--- config.mk ---
export PLATFORM = sky130hd
export DESIGN_NAME = pcxs_bank
export DESIGN_NICKNAME = d
export VERILOG_FILES = /design/src/logic/pcxs_pkg.sv /design/src/logic/pcxs_bank.sv /design/src/logic/pcxs_sticky.sv /design/src/logic/pcxs_sync.sv
export SDC_FILE = /design/constraint.sdc
export NUM_CORES = 1
export LEC_CHECK = 0
export BUFFER_PORTS_ARGS = -buffer_cell sky130_fd_sc_hd__buf_2
export CELL_PAD_IN_SITES_DETAIL_PLACEMENT = 0
export CELL_PAD_IN_SITES_GLOBAL_PLACEMENT = 1
export CORE_UTILIZATION = 38
export DETAILED_ROUTE_END_ITERATION = 8
export PLACE_DENSITY_LB_ADDON = 0.08
export REMOVE_ABC_BUFFERS = 1
export SLEW_MARGIN = 20
export SYNTH_ARGS = -nofsm -noshare
export SYNTH_HDL_FRONTEND = slang
export SYNTH_HIERARCHICAL = 1
export SYNTH_SLANG_ARGS = --single-unit
export TNS_END_PERCENT = 10
--- constraint.sdc ---
create_clock -name I_CLOCK -period 4.8 [get_ports I_CLOCK]
set_input_delay 0.24 -clock I_CLOCK [delete_from_list [all_inputs] [get_ports I_CLOCK]]
set_output_delay 0.24 -clock I_CLOCK [all_outputs]
set_load 0.02 [all_outputs]
--- src/logic/pcxs_pkg.sv ---
// Package for the PCI-X capability status register bank.
// Assumes a 32-bit classic Wishbone slave, one clock.
package pcxs_pkg;

  // Register indices; byte address is four times the index
  localparam logic [7:0] IDX_LINK0_CRC  = 8'hF0;
  localparam logic [7:0] IDX_CAP_PTR    = 8'hF1;
  localparam logic [7:0] IDX_SEC_STATUS = 8'hF2;
  localparam logic [7:0] IDX_BRIDGE     = 8'hF4;
  localparam logic [7:0] IDX_US_CTRL    = 8'hF8;
  localparam logic [7:0] IDX_DS_CTRL    = 8'hFC;

  // Secondary status fields
  localparam int STS_WIDTH_BIT = 0;
  localparam int STS_133_BIT   = 1;
  localparam int STS_FLAG_LSB  = 2;
  localparam int STS_FREQ_LSB  = 6;

  // Sticky flag positions within the four-bit flag group
  localparam int FLAG_DISCARD = 0;
  localparam int FLAG_UNEXP   = 1;
  localparam int FLAG_OVERRUN = 2;
  localparam int FLAG_DELAYED = 3;

  // Bridge identity fields
  localparam int          BRG_BUS_LSB = 8;
  localparam int          BRG_DEV_LSB = 3;
  localparam logic [4:0]  DEVICE_NUM  = 5'h1F;
  localparam logic [2:0]  FUNC_NUM    = 3'h0;
  localparam logic [4:0]  UNEXP_DEV   = 5'h00;
  localparam logic [2:0]  UNEXP_FUNC  = 3'h0;

  // Split control fields and reset values
  localparam int          LIMIT_LSB  = 16;
  localparam logic [15:0] LIMIT_RST  = 16'h0006;
  localparam logic [15:0] CAPACITY   = 16'h0005;
  localparam logic [7:0]  CAP_ID     = 8'h07;
  localparam logic [7:0]  NEXT_PTR   = 8'h00;

  typedef enum logic [1:0] {
    single_port_diag_mode,
    dual_port_diag_mode,
    single_port_generic_mode,
    dual_port_generic_mode
  } pcxs_mode_t;

  // Wishbone request as seen by the slave
  typedef struct packed {
    logic        cyc;
    logic        stb;
    logic        we;
    logic [8:0]  adr;
    logic [3:0]  sel;
    logic [31:0] dat;
  } pcxs_wb_req_t;

  // Pins that cross into the clock domain
  typedef struct packed {
    logic       sec_rst_n;
    logic [2:0] freq;
    logic [1:0] mode;
  } pcxs_pins_t;

endpackage

--- src/logic/pcxs_bank.sv ---
// PCI-X capability status and split control registers of a bridge.
// Assumes a classic Wishbone master, same-clock bridge event pulses,
// and strap and secondary reset pins from outside the clock domain.
`timescale 1ns/1ps
`default_nettype none
module pcxs_bank
  import pcxs_pkg::*;
(
  // Clock and reset
  input  wire logic        I_CLOCK,
  input  wire logic        I_SRST,
  // Wishbone slave
  input  wire logic        I_WB_CYC,
  input  wire logic        I_WB_STB,
  input  wire logic        I_WB_WE,
  input  wire logic [10:2] I_WB_ADR,
  input  wire logic [3:0]  I_WB_SEL,
  input  wire logic [31:0] I_WB_DAT,
  output logic             O_WB_ACK,
  output logic      [31:0] O_WB_DAT,
  // Straps and secondary reset pin
  input  wire logic [2:0]  I_SEC_FREQ_STRAP,
  input  wire logic [1:0]  I_MODE_STRAP,
  input  wire logic        I_SEC_RST_N,
  // Bridge events
  input  wire logic        I_SPLIT_OVERRUN,
  input  wire logic        I_CPL_DISCARD,
  input  wire logic        I_UNEXP_CPL,
  input  wire logic [7:0]  I_UNEXP_CPL_BUS,
  input  wire logic [4:0]  I_UNEXP_CPL_DEV,
  input  wire logic [2:0]  I_UNEXP_CPL_FUNC,
  input  wire logic [7:0]  I_SEC_BUS_NUM,
  input  wire logic [7:0]  I_PRI_BUS_NUM,
  // Downstream commitment check
  input  wire logic        I_DS_REQ,
  input  wire logic [15:0] I_DS_REQ_SIZE,
  input  wire logic [15:0] I_DS_COMMITTED,
  output logic             O_DS_GRANT,
  // Upstream commitment check
  input  wire logic        I_US_REQ,
  input  wire logic [15:0] I_US_REQ_SIZE,
  input  wire logic [15:0] I_US_COMMITTED,
  output logic             O_US_GRANT,
  // Link 0 received CRC
  input  wire logic        I_LINK0_CRC_LOAD,
  input  wire logic [31:0] I_LINK0_CRC,
  // Status
  output logic      [3:0]  O_SPLIT_FLAGS,
  output logic      [2:0]  O_SEC_FREQ
);

  typedef struct packed {
    logic        ack;
    logic [31:0] rdat;
    logic [2:0]  sec_freq;
    pcxs_mode_t  mode;
    logic [15:0] us_limit;
    logic [15:0] ds_limit;
    logic        ds_grant;
    logic        us_grant;
  } pcxs_state_t;

  pcxs_state_t  st_reg;
  pcxs_state_t  st_next;
  logic [31:0]  crc_reg;
  logic [31:0]  crc_next;
  pcxs_wb_req_t req;
  pcxs_pins_t   pins_raw;
  pcxs_pins_t   pins;
  logic [3:0]   flag_set;
  logic [3:0]   flag_clr;
  logic [3:0]   flags;
  logic         access;
  logic         wr;
  logic         second_fn;
  logic [7:0]   idx;
  logic         mapped;
  logic         ds_fits;
  logic         us_fits;

  // Capability contents appear only in generic modes
  function automatic logic is_generic(input pcxs_mode_t m);
    return (m == single_port_generic_mode) ||
           (m == dual_port_generic_mode);
  endfunction

  // The second function exists only in dual-port modes
  function automatic logic is_dual(input pcxs_mode_t m);
    return (m == dual_port_diag_mode) ||
           (m == dual_port_generic_mode);
  endfunction

  // Commitment check, widened so the sum cannot wrap
  function automatic logic fits(input logic [15:0] committed,
                                input logic [15:0] size,
                                input logic [15:0] limit);
    logic [16:0] total;
    total = {1'b0, committed} + {1'b0, size};
    return total <= {1'b0, limit};
  endfunction

  assign req.cyc = I_WB_CYC;
  assign req.stb = I_WB_STB;
  assign req.we  = I_WB_WE;
  assign req.adr = I_WB_ADR;
  assign req.sel = I_WB_SEL;
  assign req.dat = I_WB_DAT;

  assign pins_raw.sec_rst_n = I_SEC_RST_N;
  assign pins_raw.freq      = I_SEC_FREQ_STRAP;
  assign pins_raw.mode      = I_MODE_STRAP;

  pcxs_sync #(
    .W ($bits(pcxs_pins_t))
  ) u_sync (
    .i_clock (I_CLOCK),
    .i_async (pins_raw),
    .o_sync  (pins)
  );

  // One access per request; ack drops the cycle after it rose
  assign access    = req.cyc & req.stb & ~st_reg.ack;
  assign wr        = access & req.we;
  assign second_fn = req.adr[8];
  assign idx       = req.adr[7:0];
  assign mapped    = ~second_fn | is_dual(st_reg.mode);

  assign ds_fits = fits(I_DS_COMMITTED, I_DS_REQ_SIZE, st_reg.ds_limit);
  assign us_fits = fits(I_US_COMMITTED, I_US_REQ_SIZE, st_reg.us_limit);

  // Flag events
  always_comb begin
    flag_set               = '0;
    flag_set[FLAG_DISCARD] = I_CPL_DISCARD;
    flag_set[FLAG_OVERRUN] = I_SPLIT_OVERRUN;
    flag_set[FLAG_UNEXP]   = I_UNEXP_CPL &
                             (I_UNEXP_CPL_BUS == I_SEC_BUS_NUM) &
                             (I_UNEXP_CPL_DEV == UNEXP_DEV) &
                             (I_UNEXP_CPL_FUNC == UNEXP_FUNC);
    flag_set[FLAG_DELAYED] = I_DS_REQ & ~ds_fits;
  end

  // Clear only on a one written to the low byte lane
  always_comb begin
    flag_clr = '0;
    if (wr && mapped && is_generic(st_reg.mode) &&
        idx == IDX_SEC_STATUS && req.sel[0]) begin
      flag_clr = req.dat[STS_FLAG_LSB +: 4];
    end
  end

  pcxs_sticky #(
    .N (4)
  ) u_sticky (
    .i_clock (I_CLOCK),
    .i_srst  (I_SRST),
    .i_set   (flag_set),
    .i_clr   (flag_clr),
    .o_flags (flags)
  );

  // Next state
  always_comb begin
    st_next          = st_reg;
    st_next.ack      = access;
    st_next.ds_grant = I_DS_REQ & ds_fits;
    st_next.us_grant = I_US_REQ & us_fits;
    // Bus setting follows the straps while secondary reset is held
    if (!pins.sec_rst_n) begin
      st_next.sec_freq = pins.freq;
    end
    // Limits are writable only in generic modes, upper lanes only
    if (wr && mapped && is_generic(st_reg.mode)) begin
      if (idx == IDX_US_CTRL) begin
        if (req.sel[2]) begin
          st_next.us_limit[7:0] = req.dat[23:16];
        end
        if (req.sel[3]) begin
          st_next.us_limit[15:8] = req.dat[31:24];
        end
      end
      if (idx == IDX_DS_CTRL) begin
        if (req.sel[2]) begin
          st_next.ds_limit[7:0] = req.dat[23:16];
        end
        if (req.sel[3]) begin
          st_next.ds_limit[15:8] = req.dat[31:24];
        end
      end
    end
    // Read data; unmapped and reserved locations read zero
    st_next.rdat = '0;
    if (access && !req.we && mapped) begin
      if (is_generic(st_reg.mode)) begin
        unique case (idx)
          IDX_LINK0_CRC: begin
            st_next.rdat[7:0] = CAP_ID;
          end
          IDX_CAP_PTR: begin
            st_next.rdat[7:0] = NEXT_PTR;
          end
          IDX_SEC_STATUS: begin
            st_next.rdat[STS_FREQ_LSB +: 3] = st_reg.sec_freq;
            st_next.rdat[STS_FLAG_LSB +: 4] = flags;
            st_next.rdat[STS_133_BIT]       = 1'b1;
            st_next.rdat[STS_WIDTH_BIT]     = ~second_fn;
          end
          IDX_BRIDGE: begin
            st_next.rdat[BRG_BUS_LSB +: 8] = I_PRI_BUS_NUM;
            st_next.rdat[BRG_DEV_LSB +: 5] = DEVICE_NUM;
            st_next.rdat[2:0]              = FUNC_NUM;
          end
          IDX_US_CTRL: begin
            st_next.rdat[LIMIT_LSB +: 16] = st_reg.us_limit;
            st_next.rdat[15:0]            = CAPACITY;
          end
          IDX_DS_CTRL: begin
            st_next.rdat[LIMIT_LSB +: 16] = st_reg.ds_limit;
            st_next.rdat[15:0]            = CAPACITY;
          end
          default: begin
            st_next.rdat = '0;
          end
        endcase
      end else if (idx == IDX_LINK0_CRC) begin
        st_next.rdat = crc_reg;
      end
    end
  end

  // CRC register is outside the reset so it survives warm reset
  always_comb begin
    crc_next = crc_reg;
    if (I_LINK0_CRC_LOAD) begin
      crc_next = I_LINK0_CRC;
    end
  end

  always_ff @(posedge I_CLOCK) begin
    crc_reg <= crc_next;
  end

  // Mode straps are sampled during reset and frozen after it
  always_ff @(posedge I_CLOCK) begin
    if (I_SRST) begin
      st_reg          <= '0;
      st_reg.mode     <= pcxs_mode_t'(pins.mode);
      st_reg.sec_freq <= pins.freq;
      st_reg.us_limit <= LIMIT_RST;
      st_reg.ds_limit <= LIMIT_RST;
    end else begin
      st_reg <= st_next;
    end
  end

  assign O_WB_ACK      = st_reg.ack;
  assign O_WB_DAT      = st_reg.rdat;
  assign O_DS_GRANT    = st_reg.ds_grant;
  assign O_US_GRANT    = st_reg.us_grant;
  assign O_SPLIT_FLAGS = flags;
  assign O_SEC_FREQ    = st_reg.sec_freq;

endmodule
`default_nettype wire

--- src/logic/pcxs_sticky.sv ---
// Bank of sticky status flags, set by hardware, cleared by writing one.
// Assumes set and clear pulses on the same clock.
`timescale 1ns/1ps
`default_nettype none
module pcxs_sticky #(
  parameter int N = 4
) (
  // Clock and reset
  input  wire logic         i_clock,
  input  wire logic         i_srst,
  // Events and clears
  input  wire logic [N-1:0] i_set,
  input  wire logic [N-1:0] i_clr,
  output logic      [N-1:0] o_flags
);
  typedef struct packed {
    logic [N-1:0] flags;
  } pcxs_sticky_t;

  pcxs_sticky_t st_reg;
  pcxs_sticky_t st_next;

  // Set wins so an event in the clearing cycle is kept
  always_comb begin
    st_next = st_reg;
    for (int k = 0; k < N; k++) begin
      st_next.flags[k] = i_set[k] | (st_reg.flags[k] & ~i_clr[k]);
    end
  end

  always_ff @(posedge i_clock) begin
    if (i_srst) begin
      st_reg <= '0;
    end else begin
      st_reg <= st_next;
    end
  end

  assign o_flags = st_reg.flags;
endmodule
`default_nettype wire

--- src/logic/pcxs_sync.sv ---
// Two-flop synchroniser for a group of pin levels.
// Assumes level inputs that may change at any time.
`timescale 1ns/1ps
`default_nettype none
module pcxs_sync #(
  parameter int W = 6
) (
  // Clock
  input  wire logic         i_clock,
  // Levels
  input  wire logic [W-1:0] i_async,
  output logic      [W-1:0] o_sync
);
  typedef struct packed {
    logic [W-1:0] meta;
    logic [W-1:0] sync;
  } pcxs_sync_t;

  pcxs_sync_t st_reg;
  pcxs_sync_t st_next;

  always_comb begin
    st_next.meta = i_async;
    st_next.sync = st_reg.meta;
  end

  // No reset: straps must reach the bank while it is held in reset
  always_ff @(posedge i_clock) begin
    st_reg <= st_next;
  end

  assign o_sync = st_reg.sync;
endmodule
`default_nettype wire

Word-level counts from Yosys, hierarchy flattened
Cells that the tools add are included.
- register bits after elaboration: 120
- bits of input ports: 190
- output and inout port bits: 42
- word-level logic and storage cells: 87
- add/subtract/negate cells: 2
- $lt $le $gt $ge: 2
- eq/ne operators: 10
- mux-type cells: 16
- bitwise operators: 26
- reductions and logical operators: 17
- operator list (kind ; count):
    $mux W32 ; 3
    $eq A8 B8 Y1 const B ; 5
    $mux W39 ; 1
    $add A16 B16 Y17 ; 2
    $le A17 B16 Y1 ; 2
    $mux W16 ; 2
    $mux W8 ; 4
    $pmux W16 S2 ; 1
    $pmux W8 S4 ; 1
    $and A1 B1 Y1 ; 13
    $reduce_and A3 Y1 ; 4
    $eq A8 B8 Y1 ; 1
    $not A1 Y1 ; 8
    $mux W7 ; 1
    $logic_and A1 B1 Y1 ; 6
    $logic_not A5 Y1 ; 1
    $or A1 B1 Y1 ; 5
    $eq A2 B2 Y1 const B ; 2
    $mux W4 ; 1
    $reduce_or A2 Y1 ; 2
    $logic_not A3 Y1 ; 1
    $mux W3 ; 1
    $eq A2 B1 Y1 const B ; 1
    $logic_or A1 B1 Y1 ; 2
    other kinds (3) ; 3

Depth between registers and ports, before layout
Gate-level depths: netlist (run 1).
- depth after elaboration: 11
- mapped depth: 18
- depth with buffers taken out: 18

Hierarchy
Netlist (run 1), hierarchy kept.
- by module, submodules not included (module ; times used ; cells each ; area each (um^2) ; sequential area each (um^2)):
    pcxs_bank ; 1 ; 695 ; 6475.0 ; 2452.4
    pcxs_sync ; 1 ; 12 ; 240.2 ; 240.2
    pcxs_sticky ; 1 ; 16 ; 140.1 ; 80.1

Least setup slack after synthesis (run 1)
Ideal clock, no wire load.
- path type: input -> register
- start: input port I_DS_REQ_SIZE[0]
- end: register u_sticky.st_reg (netlist bit u_sticky/o_flags[3])
- library setup time: 0.116 ns
- data arrival time: 3.289 ns
- data required time: 4.684 ns
- slack: 1.396 ns
- stages: 18
- buffers on the path: 0
- cell sequence: ha_1 -> inv_1 -> fa_1 -> nand2b_1 -> a21oi_1 -> o21ai_0 -> a21oi_1 -> mux2i_1 -> nand3_1 -> ha_1 -> and4_1 -> nand2_1 -> or4_4 -> a21oi_2 -> a2bb2oi_2 -> a21boi_0 -> inv_1 -> a21oi_1
- longest elaborated chain between the ends: 5
- ends and longest elaborated chain (what ; line ; RTL):
    from (decl) ; pcxs_bank.sv:36 ; input wire logic [15:0] I_DS_REQ_SIZE,
    $add A16 B16 Y17 ; pcxs_bank.sv:98 ; total = {1'b0, committed} + {1'b0, size};
    $le A17 B16 Y1 ; pcxs_bank.sv:99 ; return total <= {1'b0, limit};
    $not A1 Y1 ; pcxs_bank.sv:140 ; flag_set[FLAG_DELAYED] = I_DS_REQ & ~ds_fits;
    $and A1 B1 Y1 ; pcxs_bank.sv:140 ;
    net flag_set[3] ; pcxs_bank.sv:70 ; logic [3:0] flag_set;
    $or A1 B1 Y1 ; pcxs_sticky.sv:27 ; st_next.flags[k] = i_set[k] | (st_reg.flags[k] & ~i_clr[k]);
    to (signal assigned) ; pcxs_sticky.sv:35 ; st_reg <= st_next;
    to (decl) ; pcxs_sticky.sv:20 ; pcxs_sticky_t st_reg;
The timed path passes the listed nets, and every way through them passes these cells.
A chain may end at the register's enable or synchronous reset.

Worst setup path in the final report (run 1)
Same ends and word-level chain as after synthesis.

==> run metrics, run 1 <==
result of the run=finished clean; cell with the most instances after synthesis=nor2_1; # port buffers=218; dominant combinational cell family by area after synthesis=compound AO/OA/AOI/OAI gates; leakage power summed over all cells=3.84 nW; final number of max-transition violations=0; crit path buf inv count=3; Max-slew headroom=38.8%; gp weighted congestion=0.843; fraction of final layout cells sized beyond drive strength 1=27.5%; post-synthesis share of cell area spent on full adders, half adders and majority gates=12.3%; worst clock skew=0.00648 ns; compound-gate portion of the synthesized area=15.8%; synthesis-to-finish area growth=29.2%; number of instances in the synthesized netlist=723; FF+latch count, synth=120; Wirelength per Cell=15.8 um; most instantiated cells after synthesis=nor2_1 (91), dfxtp_1 (83), ha_1 (64); effective utilization at floorplan=39.2%; first-pass detailed-route iteration total=5; TritonCTS buffer count=17; Max stage delay on crit path=0.55 ns; via count of the routed design=5,901; share of cell area taken by muxes after synthesis=4.53%; Setup-failing EPs final=0; yosys warns=6; xor/xnor share of the synthesized area=4.09%; top-level I/O count=232; pin count of the biggest net entering global routing=33; level count of the clock H-tree=4; drt via density=5.00; total clock sinks=120; worst endpoint data arrival time=3.89 ns; CTS clk-pin slew, worst paths=0.06 ns; fraction of post-synthesis cell area in the top cell type by area=24.2%; critical path peak fanout=3; critical path class=in -> reg; overall fraction of global-route tracks in use=20.7%; setup repair after global routing missed its margin=no; Least-Margin Pin Slew=0.915 ns; maximum vdd ir drop=0.000264 V; CTS tree=yes; count of antenna diodes in the layout=0; required time at the endpoint of the critical path=5.08 ns; overall die area=0.0186 sq mm; Cell Chain, Critical Path=buf_2, ha_1, inv_1, fa_1, nand2b_1, a21oi_1, o2111ai_1, a21boi_1, mux2i_1, o2111ai_1, ha_1, nor4_1, nand2_1, a2111oi_0, a2bb2oi_2, a21boi_0, inv_1, a21oi_1; cell family with most CP delay=compound AO/OA/AOI/OAI gates; number of distinct library cells after synthesis=59; worst-skew pair later-pin latency=0.42 ns; wire length of the first global-routing pass=29,200 um; number of resized instances in the post-cts repair step=0; Fill cells=1,644; Detailed Route Iter0 Violations=257; clock tree buffer depth=2; share of async-settable or async-resettable flops after synthesis=0%; final antenna-violating net count=0; Die Y=136 um; vias in the first global route=5,806; most frequently used flop master after synthesis=dfxtp_1; fmax=277 MHz; count of flip-flops with a built-in enable after synthesis=37; number of antenna violations at the first check in global routing=0; half-perimeter wire length after detailed placement=14,100 um; number of rows in the core area=48; number of nets in the final layout=1,199; number of maximum-capacitance constraint violations=0; number of failing hold endpoints at the final stage=0; library cell occupying the most area in the post-synthesis netlist=dfxtp_1; cell area after synthesis=0.00686 sq mm; shortest period the worst path allows=3.61 ns; period utilization=75.1%; synth top area cells=dfxtp_1 (24%), edfxtp_1 (16%), ha_1 (12%); leftover overflow at the end of global routing=0; average size of a mapped cell=9.48 sq um; slowest stage cell, crit path=a2111oi_0; Post-Route WL=18,700 um; die outline width=136 um; nature of the critical path startpoint=input port; total chip power=2.90 mW; aggregate negative setup slack=0 ns; number of remaining DRC errors=0; nature of the critical path endpoint=flop; Cell Pwr Density=328 mW/mm^2; post-synthesis share of cell area spent on and, or, nand and nor gates=14.7%; worst min-delay path class=in -> reg; library cell used as clock root buffer=clkbuf_16; core area=0.0175 sq mm; fraction of the yosys area taken by sequential cells=40.4%
==> cell type report <==
type	instances	area, sq um	area share [%]
clock buffer	18	429	4.85
inverter	52	195	2.20
tap	225	282	3.18
multi-input combinational	494	3530	39.8
sequential	120	2770	31.3
timing repair buffer	258	1480	16.7
clock inverter	14	174	1.96
==> worst paths after layout <==
check / slack [ns] / startpoint / depth (start not counted) / to
setup / recovery: 1.19 / I_DS_REQ_SIZE[0] / 18 / u_sticky/o_flags[3]
hold / removal: 0.02 / I_LINK0_CRC[25] / 1 / crc_reg[25]
setup reg to reg: 2.49 / st_reg[6] / 10 / u_sticky/o_flags[3]
hold reg to reg: 0.33 / u_sync/st_next[4] / 0 / u_sync/o_sync[4]
==> where the power goes <==
group	leakage, nW	total, mW	switching (mW)	internal [mW]
clock network	0.285	1.29	0.476	0.818
logic	2.52	0.511	0.267	0.244
registers	1.04	1.10	0.0120	1.08
total	3.84	2.90	0.756	2.15
==> layer usage <==
layer	wire length [um]	up-vias	global-route usage, %	share of wire (%)
met5	0	-	0	0
met1	8630	2721	26.5	46
met2	8680	170	34.3	46
met4	173	0	5.62	0.93
li1	-	2992	-	-
met3	1190	18	5.03	6.4
==> placed cells by master, fill, tap and decap left out, types with 4 or more instances in the layout <==
cell type / n
o211ai_1: 7
clkinv_4: 4
a31oi_1: 7
dfxtp_1: 83
a22o_1: 16
nand2b_1: 13
inv_1: 52
nand3_1: 13
mux2i_1: 31
o21ai_0: 17
buf_2: 218
and2_1: 4
nor2b_1: 8
a211o_1: 4
nor2_1: 91
xor2_1: 9
nor4_1: 6
nand2_1: 35
xnor2_1: 23
a221oi_1: 6
a21o_1: 10
a211oi_1: 4
buf_4: 5
nor3_1: 11
ha_1: 64
a21oi_1: 38
a22oi_1: 25
dlygate4sd3_1: 35
clkbuf_16: 17
edfxtp_1: 37
nand4_1: 5
and3_1: 7
==> logic make-up after synthesis <==
logic type                 Yosys count
adders and majority gates           66
and+or+nand+nor                    209
AOI/OAI and AO/OA                  156
DFF                                120
xor gates and xnor gates            32
buffers and inverters              109
muxes                               31
==> repair_timing <==
action / CTS / global route
hold buffers: 35 / 0
buffers inserted: 0 / 0
hold endpoints to repair: 35 / 0
==> per-stage QoR <==
stage | hold WS [ns] | setup WS, ns | std cells | cell area, sq um | util [%]
after floorplan | 0.268 | 1.40 | 666 | 6490 | -
after global placement | 0.312 | 0.918 | 1114 | 7900 | 45.2
after detailed placement | 0.314 | 0.782 | 1114 | 7900 | 45.2
after CTS | 0.00755 | 1.18 | 1181 | 8860 | 50.7
after global routing | 0.000174 | 0.874 | 1181 | 8860 | 50.7
final | 0.0167 | 1.19 | 1181 | 8860 | 50.7
No activity file was read; power rests on OpenSTA's default activity.
==> run 2, diff against run 1 <==
==> constraint.sdc (replaced) <==
create_clock -name I_CLOCK -period 3.4 [get_ports I_CLOCK]
set_input_delay 0.17 -clock I_CLOCK [delete_from_list [all_inputs] [get_ports I_CLOCK]]
set_output_delay 0.17 -clock I_CLOCK [all_outputs]
set_load 0.02 [all_outputs]
==> run metrics, run 2 (synthesis gave the netlist of run 1 again) <==
internal power contribution=3.00 mW; slowest stage cell, crit path=or4_4; shortest period the worst path allows=3.20 ns; TritonCTS buffer count=17; number of remaining DRC errors=0; top-level I/O count=232; number of antenna violations at the first check in global routing=1; crit path launch=I_DS_REQ_SIZE[0]; leakage power summed over all cells=4.00 nW; number of nets in the final layout=1,235; fmax=313 MHz; wire length of the first global-routing pass=29,400 um; part of the total power dissipated in the clock network=43.1%; via count of the routed design=6,087; worst clock skew=0.00870 ns; leftover overflow at the end of global routing=0; fraction of final layout cells sized beyond drive strength 1=28.6%; share of total power in combinational logic=18.9%; Cell Pwr Density=443 mW/mm^2; instance count after placement with tap cells included=1,130; final std cell area, no fill=0.00919 sq mm; worst endpoint data arrival time=3.47 ns; worst hold slack=0.0190 ns; CP dominant cell by count=a21oi_2; Detailed Route Iter0 Violations=309; Cell Chain, Critical Path=buf_2, ha_1, inv_1, fa_1, nand2b_1, a21oi_2, o21ai_1, a21oi_2, mux2i_1, nand3_1, ha_1, and4_4, nand2_1, or4_4, a21oi_2, a2bb2oi_2, a21boi_0, inv_1, a21oi_1; number of maximum-capacitance constraint violations=0; pin count of the biggest net entering global routing=42; worst reg2reg path endpoint=u_sticky/o_flags[3]; setup repair after global routing missed its margin=no; switch share=26.4%; Seq pwr share=38.0%; instance count along the most critical hold path=3; final core occ=52.6%; final number of max-transition violations=0; Die Y=136 um; Cell Area, Placed=0.00802 sq mm; clock tree buffer depth=2; drt via density=5.00; maximum vdd ir drop=0.000504 V; Max-slew headroom=42.9%; cell family with most CP delay=simple AND/OR/NAND/NOR gates; first-pass detailed-route iteration total=5; Wirelength per Cell=15.6 um; Setup-failing EPs final=0; half-perimeter wire length after detailed placement=14,300 um; FF-to-FF Start=st_next[35]; # port buffers=218; nature of the critical path endpoint=flop; worst min-delay path class=in -> reg; library cell used as clock root buffer=clkbuf_16; CTS tree=yes; level count of the clock H-tree=4; last element of the critical path=u_sticky/o_flags[3]; worst-case setup slack after placement=-0.330 ns; slack of the worst reg-to-reg path=1.08 ns; number of rows in the core area=48; gp weighted congestion=0.836; aggregate negative setup slack=0 ns; core area=0.0175 sq mm; critical path peak fanout=3; Max stage delay on crit path=0.54 ns; setup ws final=0.202 ns; Post-Route WL=19,100 um; CTS clk-pin slew, worst paths=0.06 ns; crit path buf inv count=3; overall fraction of global-route tracks in use=20.8%; effective utilization at floorplan=39.2%; switching power=1.07 mW; overall die area=0.0186 sq mm; number of failing hold endpoints at the final stage=0; worst-skew pair later-pin latency=0.41 ns; nature of the critical path startpoint=input port; non-filler cells, final=1,218; final antenna-violating net count=0; Least-Margin Pin Slew=0.856 ns; required time at the endpoint of the critical path=3.67 ns; critical path class=in -> reg; result of the run=finished clean; Worst Reg2Reg Path Length in Cells=8; total clock sinks=120; die outline width=136 um; postcts setup bufs=0; synthesis-to-finish area growth=34.0%; most frequent cells in the layout=buf_2 (218), nor2_1 (91), dfxtp_1 (83); most frequent standard cell in the layout excluding fill and tap cells=buf_2; total chip power=4.07 mW; vias in the first global route=6,047; period utilization=94.1%; total stage count of the critical path=19
## run 2: how the worst min path moves through the flow
stage / startpoint / to / slack (ns)
after floorplan: I_MODE_STRAP[0] / u_sync/st_next[0] / 0.20
after global placement: I_SEC_FREQ_STRAP[2] / u_sync/st_next[4] / 0.28
after detailed placement: I_SEC_FREQ_STRAP[2] / u_sync/st_next[4] / 0.27
after CTS: I_WB_DAT[30] / st_reg[16] / 0.0005
after global routing: I_WB_DAT[20] / st_reg[22] / 0.03
final: I_WB_DAT[26] / st_reg[28] / 0.02
## run 2: what timing repair did
action / 4_1_cts / 5_1_grt
setup endpoints to repair: 0 / 2
endpoints found under the hold margin: 58 / 0
gates resized for setup: 0 / 8
hold buffers: 55 / 0
## run 2: power by group through the flow
stage | Combinational (mW) | Clock, mW | Sequential, mW
2_1_floorplan | 0.423 | 0 | 1.58
3_3_place_gp | 0.691 | 0 | 1.58
3_5_place_dp | 0.711 | 0 | 1.58
4_1_cts | 0.767 | 1.79 | 1.55
5_1_grt | 0.871 | 1.85 | 1.55
6_report | 0.771 | 1.75 | 1.55
## run 2: worst min-delay path: stages
cell and delay, ns:
buf_2 0.08, mux2i_1 0.06, nor2_1 0.08
## run 2: routing by layer
layer	up-vias	routed length, um	part of all wire, %	track usage [%]
met5	-	0	0	0
met4	0	215	1.1	6.98
met3	14	1130	5.9	4.62
met2	176	9010	47	35.2
met1	2824	8710	46	25.9
li1	3073	-	-	-
## run 2: layout make-up
cell class                      count  area, sq um
Fill cell                        1654         8290
Timing Repair Buffer              294         1800
Clock inverter                     13          149
Multi-Input combinational cell    494         3550
Tap cell                          225          282
Sequential cell                   120         2770
Clock buffer                       19          433
Antenna cell                        1         2.50
Inverter                           52          195
